==> config.mk <==
export PLATFORM = sky130hd
export DESIGN_NAME = rwi_top
export DESIGN_NICKNAME = d
export VERILOG_FILES = /design/src/rwi_pkg.sv /design/src/rwi_reset_filter.sv /design/src/rwi_top.sv
export VERILOG_INCLUDE_DIRS = /design/src /design/src/src
export SDC_FILE = /design/constraint.sdc
export NUM_CORES = 1
export LEC_CHECK = 0
export BUFFER_PORTS_ARGS = -buffer_cell sky130_fd_sc_hd__buf_4
export CORE_MARGIN = 3
export CORE_UTILIZATION = 50
export CTS_CLUSTER_SIZE = 14
export DETAILED_ROUTE_END_ITERATION = 10
export PLACE_DENSITY_LB_ADDON = 0.05
export SYNTH_ARGS = -nofsm -noshare
export SYNTH_HDL_FRONTEND = slang
export SYNTH_HIERARCHICAL = 1
export SYNTH_SLANG_ARGS = --single-unit
==> constraint.sdc <==
create_clock -name hclk -period 4.2 [get_ports hclk]
set_input_delay 0.21 -clock hclk [delete_from_list [all_inputs] [get_ports hclk]]
set_output_delay 0.21 -clock hclk [all_outputs]
set_load 0.01 [all_outputs]
==> src/rwi_params.svh <==
// Constants for the reset, wake-up and interrupt source block.
// Assumes a 10 MHz core clock and byte offsets taken from the low eight address bits.
`ifndef RWI_PARAMS_SVH
`define RWI_PARAMS_SVH

// ****************************************************************
// Register offsets
// ****************************************************************
`define RWI_OFS_ICON      8'h00
`define RWI_OFS_OPTION    8'h04
`define RWI_OFS_CAUSE     8'h08
`define RWI_OFS_CTRL      8'h0c
`define RWI_OFS_TRISA     8'h10
`define RWI_OFS_TRISB     8'h14
`define RWI_OFS_TRISC     8'h18
`define RWI_OFS_KEEP      8'h1c
`define RWI_OFS_RESTART   8'h20
`define RWI_OFS_IRQ_STAT  8'h24
`define RWI_OFS_IRQ_MASK  8'h28

// ****************************************************************
// Reset values and addresses
// ****************************************************************
`define RWI_ICON_RST      8'h00
`define RWI_OPTION_RST    8'hff
`define RWI_TRISA_RST     6'h3f
`define RWI_TRISB_RST     8'hff
`define RWI_TRISC_RST     8'hff
`define RWI_IRQ_RST       5'h00
`define RWI_RESTART_ADDR  13'h0000
`define RWI_VECTOR_ADDR   13'h0004

// ****************************************************************
// Field positions
// ****************************************************************
`define RWI_EDGE_SEL_BIT  6
`define RWI_CTRL_SLEEP    0
`define RWI_CTRL_CLRWDT   1
`define RWI_EV_PORT       0
`define RWI_EV_EDGE       1
`define RWI_EV_TIMER      2
`define RWI_EV_RESET      3
`define RWI_EV_WAKE       4
`define RWI_T0_TOP        8'hff
`define RWI_T0_ZERO       8'h00

// ****************************************************************
// Timing
// ****************************************************************
`define RWI_CLK_MHZ       10
`define RWI_EXT_RST_MIN_NS 2000
`define RWI_EXT_RST_MIN_CYC (((`RWI_EXT_RST_MIN_NS * `RWI_CLK_MHZ) + 999) / 1000)
`define RWI_FILT_W        8

`endif

==> src/rwi_pkg.sv <==
// Types shared by the reset, wake-up and interrupt source block.
// Assumes nothing beyond a SystemVerilog compiler.
package rwi_pkg;

  // ****************************************************************
  // Reset and wake classification
  // ****************************************************************
  typedef enum logic [2:0] {
    KIND_POR      = 3'b000,
    KIND_EXT_RUN  = 3'b001,
    KIND_EXT_HALT = 3'b010,
    KIND_WDT_RUN  = 3'b011,
    KIND_WDT_WAKE = 3'b100,
    KIND_BOR      = 3'b101,
    KIND_IRQ_WAKE = 3'b110
  } rwi_kind_type;

  typedef enum logic {
    ST_RUN  = 1'b0,
    ST_HALT = 1'b1
  } rwi_state_type;

  // ****************************************************************
  // Carriers
  // ****************************************************************
  typedef struct packed {
    logic global_irq_enable;
    logic periph_enable;
    logic timer0_overflow_enable;
    logic ext_edge_enable;
    logic upper_port_change_enable;
    logic timer0_overflow_flag;
    logic ext_edge_flag;
    logic upper_port_change_flag;
  } rwi_icon_type;

  typedef struct packed {
    rwi_kind_type kind;
    logic         timeout_status_n;
    logic         powerdown_status_n;
  } rwi_cause_type;

  typedef struct packed {
    logic        hsel;
    logic [31:0] haddr;
    logic [1:0]  htrans;
    logic        hwrite;
    logic [2:0]  hsize;
    logic        hready;
    logic [31:0] hwdata;
  } rwi_ahb_in_type;

  typedef struct packed {
    logic [31:0] hrdata;
    logic        hreadyout;
    logic        hresp;
  } rwi_ahb_out_type;

  typedef struct packed {
    logic        core_reset;
    logic        pc_load;
    logic [12:0] pc_addr;
    logic        stack_push;
    logic [12:0] stack_data;
  } rwi_core_type;

endpackage

==> src/rwi_reset_filter.sv <==
// Glitch filter for the external active-low reset pin.
// Assumes the pin is already synchronous to hclk.
`timescale 1ns/1ns
`include "rwi_params.svh"

module rwi_reset_filter (
  input  wire logic hclk,
  input  wire logic hresetn,
  input  wire logic ext_reset_pin_n,
  output logic      accepted,
  output logic      accept_pulse
);
  import rwi_pkg::*;

  localparam logic [`RWI_FILT_W-1:0] MIN_CYC = `RWI_FILT_W'(`RWI_EXT_RST_MIN_CYC);

  logic [`RWI_FILT_W-1:0] low_count;

  // ****************************************************************
  // Low-time counter
  // ****************************************************************
  // Short low pulses restart the count and never reach the core
  always_ff @(posedge hclk or negedge hresetn) begin
    if (!hresetn) begin
      low_count <= '0;
    end else if (ext_reset_pin_n) begin
      low_count <= '0;
    end else if (low_count != MIN_CYC) begin
      low_count <= low_count + 1'b1;
    end
  end

  always_ff @(posedge hclk or negedge hresetn) begin
    if (!hresetn) begin
      accepted     <= 1'b0;
      accept_pulse <= 1'b0;
    end else begin
      accepted     <= !ext_reset_pin_n && (low_count == MIN_CYC);
      accept_pulse <= !ext_reset_pin_n && (low_count == MIN_CYC - 1'b1);
    end
  end

endmodule

==> src/rwi_top.sv <==
// Reset classification, wake-up control and three interrupt flag sources.
// Assumes an AHB-Lite master, hresetn as power-on reset, synchronous pin inputs.
`timescale 1ns/1ns
`include "rwi_params.svh"

// Overview of operation
// - Each reset is classed: power-on, pin run, pin halt, watchdog run, watchdog wake, brown-out.
// - Reset-state registers reload on every reset except watchdog wake from halt.
// - Some registers are never reset; they keep their value over all resets.
// - Timeout and power-down status bits are set or cleared per reset kind.
// - External reset pin is glitch-filtered; pulses shorter than minimum width ignored.
// - No internal reset source ever drives the external reset pin; it is input only.
// - Interrupt wake with global enable set loads the interrupt vector address.
// - Any reset makes the port A pins inputs.
// - Interrupt wake leaves its source flag set to identify the wake cause.
// - External pin edge is rising when edge-select bit 6 is one, else falling.
// - A selected edge sets the external edge flag, control bit 1.
// - Clearing enable bit 4 stops the external edge flag raising an interrupt.
// - External edge flag stays set until software writes zero to it or a reset clears it.
// - Edge wakes halt only if enabled; global enable picks vector or continue.
// - Timer-0 rollover from FFh to 00h sets flag bit 2; bit 5 enables it.
// - Any change on port B bits 7 to 4 sets flag bit 0, own enable.
// - Interrupt entry pushes only the return address; nothing else is saved.
module rwi_top (
  input  wire logic                      hclk,
  input  wire logic                      hresetn,
  input  wire rwi_pkg::rwi_ahb_in_type   ahb_in,
  output rwi_pkg::rwi_ahb_out_type       ahb_out,
  input  wire logic                      ext_reset_pin_n,
  input  wire logic                      brownout_reset,
  input  wire logic                      watchdog_timeout,
  input  wire logic                      ext_irq_pin,
  input  wire logic [7:0]                timer0_count,
  input  wire logic [7:4]                port_b_pins,
  input  wire logic                      peripheral_irq_pending,
  input  wire logic [12:0]               return_pc,
  output rwi_pkg::rwi_core_type          core,
  output logic                           halted,
  output logic [5:0]                     port_a_dir,
  output logic [7:0]                     port_b_dir,
  output logic [7:0]                     port_c_dir,
  output logic                           irq
);
  import rwi_pkg::*;

  // ****************************************************************
  // Declarations
  // ****************************************************************
  rwi_icon_type  interrupt_control;
  rwi_cause_type cause;
  rwi_state_type state;
  rwi_kind_type  next_kind;
  logic [7:0]    option;
  logic [5:0]    tris_a;
  logic [7:0]    tris_b;
  logic [7:0]    tris_c;
  logic [7:0]    keep_reg;
  logic [12:0]   restart_addr;
  logic [4:0]    irq_status;
  logic [4:0]    irq_mask;
  logic [4:0]    irq_events;
  logic          wr_pend;
  logic [7:0]    wr_ofs;
  logic [31:0]   rd_word;
  logic [31:0]   hrdata_q;
  logic          take;
  logic          ext_accepted;
  logic          ext_pulse;
  logic          ext_prev;
  logic [7:0]    t0_prev;
  logic [7:4]    pb_prev;
  logic          bor_prev;
  logic          edge_evt;
  logic          t0_evt;
  logic          pb_evt;
  logic          bor_evt;
  logic          wdt_run_evt;
  logic          wdt_wake_evt;
  logic          any_reset;
  logic          kind_evt;
  logic          pending;
  logic          irq_wake;
  logic          vector_go;
  logic          icon_wr;
  logic          sleep_cmd;
  logic          clrwdt_cmd;

  // ****************************************************************
  // Decode helper
  // ****************************************************************
  function automatic logic ofs_hit(input logic [7:0] a, input logic [7:0] o);
    ofs_hit = (a[7:2] == o[7:2]);
  endfunction

  // ****************************************************************
  // AHB-Lite slave
  // ****************************************************************
  // Zero wait states; read data is captured in the address phase
  assign take = ahb_in.hsel && ahb_in.htrans[1] && ahb_in.hready;

  always_ff @(posedge hclk or negedge hresetn) begin
    if (!hresetn) begin
      wr_pend <= 1'b0;
      wr_ofs  <= 8'h00;
    end else begin
      wr_pend <= take && ahb_in.hwrite;
      if (take) begin
        wr_ofs <= ahb_in.haddr[7:0];
      end
    end
  end

  always_comb begin
    rd_word = 32'h0000_0000;
    if (ofs_hit(ahb_in.haddr[7:0], `RWI_OFS_ICON)) begin
      rd_word[7:0] = interrupt_control;
    end else if (ofs_hit(ahb_in.haddr[7:0], `RWI_OFS_OPTION)) begin
      rd_word[7:0] = option;
    end else if (ofs_hit(ahb_in.haddr[7:0], `RWI_OFS_CAUSE)) begin
      rd_word[4:0] = cause;
      rd_word[5]   = halted;
    end else if (ofs_hit(ahb_in.haddr[7:0], `RWI_OFS_TRISA)) begin
      rd_word[5:0] = tris_a;
    end else if (ofs_hit(ahb_in.haddr[7:0], `RWI_OFS_TRISB)) begin
      rd_word[7:0] = tris_b;
    end else if (ofs_hit(ahb_in.haddr[7:0], `RWI_OFS_TRISC)) begin
      rd_word[7:0] = tris_c;
    end else if (ofs_hit(ahb_in.haddr[7:0], `RWI_OFS_KEEP)) begin
      rd_word[7:0] = keep_reg;
    end else if (ofs_hit(ahb_in.haddr[7:0], `RWI_OFS_RESTART)) begin
      rd_word[12:0] = restart_addr;
    end else if (ofs_hit(ahb_in.haddr[7:0], `RWI_OFS_IRQ_STAT)) begin
      rd_word[4:0] = irq_status;
    end else if (ofs_hit(ahb_in.haddr[7:0], `RWI_OFS_IRQ_MASK)) begin
      rd_word[4:0] = irq_mask;
    end
  end

  always_ff @(posedge hclk or negedge hresetn) begin
    if (!hresetn) begin
      hrdata_q <= 32'h0000_0000;
    end else if (take && !ahb_in.hwrite) begin
      hrdata_q <= rd_word;
    end
  end

  assign ahb_out.hrdata    = hrdata_q;
  assign ahb_out.hreadyout = 1'b1;
  assign ahb_out.hresp     = 1'b0;

  assign icon_wr    = wr_pend && ofs_hit(wr_ofs, `RWI_OFS_ICON);
  assign sleep_cmd  = wr_pend && ofs_hit(wr_ofs, `RWI_OFS_CTRL) &&
                      ahb_in.hwdata[`RWI_CTRL_SLEEP];
  assign clrwdt_cmd = wr_pend && ofs_hit(wr_ofs, `RWI_OFS_CTRL) &&
                      ahb_in.hwdata[`RWI_CTRL_CLRWDT];

  // ****************************************************************
  // Reset sources
  // ****************************************************************
  // Pin is only observed here; no output path exists toward it
  rwi_reset_filter u_filter (
    .hclk            (hclk),
    .hresetn         (hresetn),
    .ext_reset_pin_n (ext_reset_pin_n),
    .accepted        (ext_accepted),
    .accept_pulse    (ext_pulse)
  );

  always_ff @(posedge hclk or negedge hresetn) begin
    if (!hresetn) begin
      bor_prev <= 1'b0;
    end else begin
      bor_prev <= brownout_reset;
    end
  end

  assign bor_evt      = brownout_reset && !bor_prev;
  assign wdt_run_evt  = watchdog_timeout && (state == ST_RUN);
  assign wdt_wake_evt = watchdog_timeout && (state == ST_HALT);
  assign any_reset    = bor_evt || ext_pulse || wdt_run_evt;
  assign kind_evt     = any_reset || wdt_wake_evt || irq_wake;

  // Brown-out outranks the pin, the pin outranks the watchdog
  always_comb begin
    next_kind = cause.kind;
    if (bor_evt) begin
      next_kind = KIND_BOR;
    end else if (ext_pulse) begin
      next_kind = (state == ST_HALT) ? KIND_EXT_HALT : KIND_EXT_RUN;
    end else if (wdt_run_evt) begin
      next_kind = KIND_WDT_RUN;
    end else if (wdt_wake_evt) begin
      next_kind = KIND_WDT_WAKE;
    end else if (irq_wake) begin
      next_kind = KIND_IRQ_WAKE;
    end
  end

  // ****************************************************************
  // Cause and status bits
  // ****************************************************************
  always_ff @(posedge hclk or negedge hresetn) begin
    if (!hresetn) begin
      cause <= '{kind: KIND_POR, timeout_status_n: 1'b1, powerdown_status_n: 1'b1};
    end else begin
      cause.kind <= next_kind;
      // Outside events only the halt and clear commands touch the status bits
      case (kind_evt ? next_kind : KIND_POR)
        KIND_BOR: begin
          cause.timeout_status_n   <= 1'b1;
          cause.powerdown_status_n <= 1'b1;
        end
        KIND_EXT_HALT, KIND_IRQ_WAKE: begin
          cause.timeout_status_n   <= 1'b1;
          cause.powerdown_status_n <= 1'b0;
        end
        KIND_WDT_RUN: begin
          cause.timeout_status_n   <= 1'b0;
        end
        KIND_WDT_WAKE: begin
          cause.timeout_status_n   <= 1'b0;
          cause.powerdown_status_n <= 1'b0;
        end
        default: begin
          if (sleep_cmd) begin
            cause.timeout_status_n   <= 1'b1;
            cause.powerdown_status_n <= 1'b0;
          end else if (clrwdt_cmd) begin
            cause.timeout_status_n   <= 1'b1;
            cause.powerdown_status_n <= 1'b1;
          end
        end
      endcase
    end
  end

  // ****************************************************************
  // Run and halt
  // ****************************************************************
  always_ff @(posedge hclk or negedge hresetn) begin
    if (!hresetn) begin
      state <= ST_RUN;
    end else begin
      case (state)
        ST_RUN: begin
          if (sleep_cmd && !any_reset) begin
            state <= ST_HALT;
          end
        end
        ST_HALT: begin
          if (any_reset || wdt_wake_evt || irq_wake) begin
            state <= ST_RUN;
          end
        end
        default: begin
          state <= ST_RUN;
        end
      endcase
    end
  end

  assign halted = (state == ST_HALT);

  // ****************************************************************
  // Interrupt flag sources
  // ****************************************************************
  always_ff @(posedge hclk or negedge hresetn) begin
    if (!hresetn) begin
      ext_prev <= 1'b0;
      t0_prev  <= `RWI_T0_ZERO;
      pb_prev  <= 4'h0;
    end else begin
      ext_prev <= ext_irq_pin;
      t0_prev  <= timer0_count;
      pb_prev  <= port_b_pins;
    end
  end

  assign edge_evt = option[`RWI_EDGE_SEL_BIT] ? (ext_irq_pin && !ext_prev)
                                              : (!ext_irq_pin && ext_prev);
  assign t0_evt   = (t0_prev == `RWI_T0_TOP) && (timer0_count == `RWI_T0_ZERO);
  assign pb_evt   = (pb_prev != port_b_pins);

  // Enables gate the request, never the flag itself
  assign pending = (interrupt_control.ext_edge_enable && interrupt_control.ext_edge_flag) ||
                   (interrupt_control.timer0_overflow_enable &&
                    interrupt_control.timer0_overflow_flag) ||
                   (interrupt_control.upper_port_change_enable &&
                    interrupt_control.upper_port_change_flag) ||
                   (interrupt_control.periph_enable && peripheral_irq_pending);

  // Wake needs the source enable only; global enable just picks the path
  assign irq_wake  = halted && pending && !any_reset && !wdt_wake_evt;
  assign vector_go = interrupt_control.global_irq_enable && pending && !any_reset;

  always_ff @(posedge hclk or negedge hresetn) begin
    if (!hresetn) begin
      interrupt_control <= `RWI_ICON_RST;
    end else if (any_reset) begin
      interrupt_control <= `RWI_ICON_RST;
    end else begin
      if (icon_wr) begin
        interrupt_control <= ahb_in.hwdata[7:0];
      end
      if (vector_go) begin
        interrupt_control.global_irq_enable <= 1'b0;
      end
      // Hardware set beats a software clear in the same cycle; flags kept for wake source
      if (edge_evt) begin
        interrupt_control.ext_edge_flag <= 1'b1;
      end
      if (t0_evt) begin
        interrupt_control.timer0_overflow_flag <= 1'b1;
      end
      if (pb_evt) begin
        interrupt_control.upper_port_change_flag <= 1'b1;
      end
    end
  end

  // ****************************************************************
  // Reset-state registers
  // ****************************************************************
  // Watchdog wake is not a reset, so these keep their value across it
  always_ff @(posedge hclk or negedge hresetn) begin
    if (!hresetn) begin
      option <= `RWI_OPTION_RST;
      tris_a <= `RWI_TRISA_RST;
      tris_b <= `RWI_TRISB_RST;
      tris_c <= `RWI_TRISC_RST;
    end else if (any_reset) begin
      option <= `RWI_OPTION_RST;
      tris_a <= `RWI_TRISA_RST;
      tris_b <= `RWI_TRISB_RST;
      tris_c <= `RWI_TRISC_RST;
    end else if (wr_pend) begin
      if (ofs_hit(wr_ofs, `RWI_OFS_OPTION)) begin
        option <= ahb_in.hwdata[7:0];
      end
      if (ofs_hit(wr_ofs, `RWI_OFS_TRISA)) begin
        tris_a <= ahb_in.hwdata[5:0];
      end
      if (ofs_hit(wr_ofs, `RWI_OFS_TRISB)) begin
        tris_b <= ahb_in.hwdata[7:0];
      end
      if (ofs_hit(wr_ofs, `RWI_OFS_TRISC)) begin
        tris_c <= ahb_in.hwdata[7:0];
      end
    end
  end

  assign port_a_dir = tris_a;
  assign port_b_dir = tris_b;
  assign port_c_dir = tris_c;

  // No reset term at all: undefined after power-on, held across the rest
  always_ff @(posedge hclk) begin
    if (wr_pend && ofs_hit(wr_ofs, `RWI_OFS_KEEP)) begin
      keep_reg <= ahb_in.hwdata[7:0];
    end
  end

  // ****************************************************************
  // Core restart and vectoring
  // ****************************************************************
  always_ff @(posedge hclk or negedge hresetn) begin
    if (!hresetn) begin
      core         <= '{core_reset: 1'b1, pc_load: 1'b1, pc_addr: `RWI_RESTART_ADDR,
                        stack_push: 1'b0, stack_data: 13'h0000};
      restart_addr <= `RWI_RESTART_ADDR;
    end else begin
      core.core_reset <= any_reset || ext_accepted || brownout_reset;
      core.pc_load    <= any_reset || vector_go;
      core.stack_push <= vector_go;
      if (vector_go) begin
        core.stack_data <= return_pc;
      end
      if (any_reset) begin
        core.pc_addr <= `RWI_RESTART_ADDR;
        restart_addr <= `RWI_RESTART_ADDR;
      end else if (vector_go) begin
        core.pc_addr <= `RWI_VECTOR_ADDR;
        restart_addr <= `RWI_VECTOR_ADDR;
      end else if (irq_wake || wdt_wake_evt) begin
        restart_addr <= return_pc;
      end
    end
  end

  // ****************************************************************
  // Event status and interrupt line
  // ****************************************************************
  always_comb begin
    irq_events                = 5'h00;
    irq_events[`RWI_EV_PORT]  = pb_evt;
    irq_events[`RWI_EV_EDGE]  = edge_evt;
    irq_events[`RWI_EV_TIMER] = t0_evt;
    irq_events[`RWI_EV_RESET] = any_reset;
    irq_events[`RWI_EV_WAKE]  = irq_wake || wdt_wake_evt;
  end

  always_ff @(posedge hclk or negedge hresetn) begin
    if (!hresetn) begin
      irq_status <= `RWI_IRQ_RST;
      irq_mask   <= `RWI_IRQ_RST;
    end else begin
      if (wr_pend && ofs_hit(wr_ofs, `RWI_OFS_IRQ_STAT)) begin
        irq_status <= (irq_status & ~ahb_in.hwdata[4:0]) | irq_events;
      end else begin
        irq_status <= irq_status | irq_events;
      end
      if (wr_pend && ofs_hit(wr_ofs, `RWI_OFS_IRQ_MASK)) begin
        irq_mask <= ahb_in.hwdata[4:0];
      end
    end
  end

  assign irq = |(irq_status & irq_mask);

endmodule

==> impl_metrics.json <==
{
  "tritoncts.num_buffers": 17,
  "wl_per_cell_um": 18.2,
  "detailed_place_hpwl_um": 11000,
  "route.final.wire_length_um": 16100,
  "crit_path_max_fanout": 14,
  "cp.required_ns": 4.50,
  "delay_of_the_slowest_cell_on_the_worst_path_ns": 0.64,
  "die_height_um": 121,
  "postSynthRegisterBits": 136,
  "relSlewSlack_pct": 40.0,
  "max_freq_ghz": 0.447,
  "synth_largest_area_cell": "sky130_fd_sc_hd__dfrtp_1",
  "hold_viol": 0,
  "grt_overflow": 0,
  "regMostFlops": "core",
  "dieArea_um2": 14500,
  "synth_largest_type_area_fraction_pct": 35.9,
  "cts_buffer_depth": 2,
  "part_of_the_yosys_area_used_for_sequential_elements_pct": 53.2,
  "gate_count_of_the_mapped_netlist": 592,
  "area_delta_synth_final_pct": 21.9,
  "startpoint_type": "flop",
  "cts.repair.resized": 0,
  "cts_max_level": 4,
  "synth_enable_flop_cells": 8,
  "numPortBuffers": 103,
  "viasPerCell": 5.52,
  "synth_cell_types": 59,
  "worst-slew-pin-transition_ns": 0.900,
  "class_of_the_tightest_hold_or_removal_check": "in2reg",
  "finish.instance_area_um2": 7990,
  "cp_cell_sequence": "and2b_1 -> nor2_1 -> nand2_2 -> nor2_2 -> mux2_2",
  "wire_length_of_the_first_global_routing_pass_um": 26100,
  "largest_register_ff_count": 17,
  "report.final.slew_viol_count": 0,
  "grt.total_usage_pct": 23.3,
  "synth_common_cells": "sky130_fd_sc_hd__dfrtp_1 (94), sky130_fd_sc_hd__nand2_1 (58), sky130_fd_sc_hd__a21oi_1 (38)",
  "grt_start_max_net_pins": 48,
  "starting_density_of_the_core_pct": 51.5,
  "worstSetupEndpointType": "flop",
  "syn-cell-area_um2": 6560,
  "worst-endpoint-arrival_ns": 2.54,
  "drt_iter0_markers": 335,
  "clkTransAtPathRegs_ns": 0.06,
  "cts_tree": "built",
  "final-setup-viol-count": 0,
  "antenna_found_initial": 0,
  "row_count": 41,
  "total_leakage_power_nw": 3.53,
  "power.density_cell_area_nw_per_um2": 378,
  "design.portCount": 191,
  "clock_insertion_delay_worst_skew_ns": 0.42,
  "post_synth_main_area_contributors": "sky130_fd_sc_hd__dfrtp_1 (36%), sky130_fd_sc_hd__dfstp_2 (14%), sky130_fd_sc_hd__mux2i_1 (5.6%)",
  "die_width_um": 121,
  "drt_drc_violations_left": 0,
  "ys_async_sr_fraction_pct": 94.1,
  "dr.pass1.iters": 4,
  "synth_area_per_cell_um2": 11.1,
  "postPlaceCellArea_um2": 7310,
  "final.setup_skew_ns": 0.0106,
  "cp_slowest_cell": "sky130_fd_sc_hd__nor2_2",
  "rsz0062_at_grt": "no",
  "critPathKind": "reg2reg",
  "design.final.nets": 805,
  "setup_tns_after_final_layout_ns": 0,
  "count_leader_synth": "sky130_fd_sc_hd__dfrtp_1",
  "insertedDiodeCount": 0,
  "routed-via-count": 4884,
  "cts_num_sinks": 136,
  "max_cap_violations": 0,
  "clk_root_buffer_cell": "sky130_fd_sc_hd__clkbuf_16",
  "drtAntennaViolNets": 0,
  "last_weighted_congestion_value_of_the_routability_driven_placer": 0.932,
  "floorplan.core_area_um2": 12700,
  "fin_crit_ns": 2.24,
  "drive_above_1_share_pct": 30.1,
  "synth_flop_cell": "sky130_fd_sc_hd__dfrtp_1",
  "first_global_vias": 5003,
  "synth-warning-count": 6,
  "layout_top_registers": "core: 17 flops, hrdata_q: 13 flops, restart_addr: 13 flops",
  "min_period_over_period_pct": 53.3,
  "run_status": "finished, final reports clean",
  "vdd_drop_max_v": 0.000234
}
==> placed cells by master, fill, tap and decap left out, types with 6 or more instances in the layout <==
cell type                       netlist  final
sky130_fd_sc_hd__a22oi_1              8      8
sky130_fd_sc_hd__a21oi_1             38     38
sky130_fd_sc_hd__dfstp_2             34     34
sky130_fd_sc_hd__nor2b_1             11     11
sky130_fd_sc_hd__conb_1               2     33
sky130_fd_sc_hd__mux2_1              14     14
sky130_fd_sc_hd__dlygate4sd3_1        0     15
sky130_fd_sc_hd__nor2_1              26     26
sky130_fd_sc_hd__o21ai_0             23     23
sky130_fd_sc_hd__a22o_1               8      8
sky130_fd_sc_hd__dfrtp_1             94     94
sky130_fd_sc_hd__mux2_2              23     23
sky130_fd_sc_hd__o21ai_1             14     14
sky130_fd_sc_hd__clkbuf_16            0     17
sky130_fd_sc_hd__nand2_1             58     58
sky130_fd_sc_hd__nand2b_1             8      8
sky130_fd_sc_hd__inv_1                7      7
sky130_fd_sc_hd__buf_4               35    109
sky130_fd_sc_hd__nand3_1             21     21
sky130_fd_sc_hd__clkinv_2             0      7
sky130_fd_sc_hd__edfxtp_1             8      8
sky130_fd_sc_hd__mux2i_1             37     37
sky130_fd_sc_hd__o21bai_1             6      6
sky130_fd_sc_hd__nand4_1              6      6
==> final timing paths <==
check	from	cells after the start	endpoint	slack, ns
worst max-delay path	halted	5	core[2]	1.96
worst max register to register	halted	5	core[2]	1.96
min in group asynchronous	hresetn	2	wr_ofs[7]	0.35
max in group asynchronous	hresetn	3	core[28]	2.84
worst min register to register	u_filter/accepted	2	core[28]	0.46
worst min-delay path	ahb_in[7]	1	keep_reg[7]	0.03
==> per-layer routing <==
metal	vias up	part of all wire, %	track usage [%]
li1	2266	-	-
met2	159	47	36.3
met5	-	0	0
met1	2432	44	30.6
met4	0	2.8	10.7
met3	27	5.5	6.08
==> critical path, delay by kind of cell (launching register included) <==
family / cells / cell delay, ns
AND/OR/NAND/NOR: 4 / 1.38
multiplexers: 1 / 0.41
flip-flops: 1 / 0.33
==> power by group <==
| part | internal [mW] | switching (mW) | leakage [nW] | total, mW |
|---|---|---|---|---|
| Clock | 0.805 | 0.544 | 0.257 | 1.35 |
| Sequential | 1.37 | 0.0342 | 1.65 | 1.40 |
| Combinational | 0.115 | 0.156 | 1.62 | 0.271 |
| Total | 2.29 | 0.734 | 3.53 | 3.02 |
==> area by class of cell <==
type	count	area, µm²
multi-input combinational	413	2770
clock inverter	10	80.1
inverter	7	26.3
sequential	136	3490
tap	172	215
timing repair buffer	124	968
clock buffer	22	444
fill	1028	4730
==> timing repair <==
item | 4_1_cts | 5_1_grt
setup buffers | 0 | 0
hold buffers | 15 | 0
endpoints found under the hold margin | 36 | 0
==> through the flow <==
stage / instances / utilization [%] / total power, mW / worst slack [ns] / hold WS [ns]
global route: 884 / 62.8 / 3.15 / 1.77 / 0.00565
CTS: 884 / 62.8 / 3.05 / 1.96 / 0.0103
floorplan: 623 / - / 1.57 / 2.40 / -0.0856
finish: 884 / 62.8 / 3.02 / 1.96 / 0.0266
detailed placement: 837 / 57.5 / 1.68 / 1.96 / 0.256
global placement: 837 / 57.5 / 1.67 / 2.01 / 0.246
==> kinds of logic after synthesis <==
family,after synthesis,share of synthesized area (%)
DFF,136,53.2
xor gates and xnor gates,5,0.668
buffers and inverters,74,6.45
other,2,0.115
muxes,80,14.0
and+or+nand+nor,168,13.4
adders and majority gates,2,0.382
AOI/OAI and AO/OA,125,11.8
Note: power is estimated with default switching activity, not from simulation.
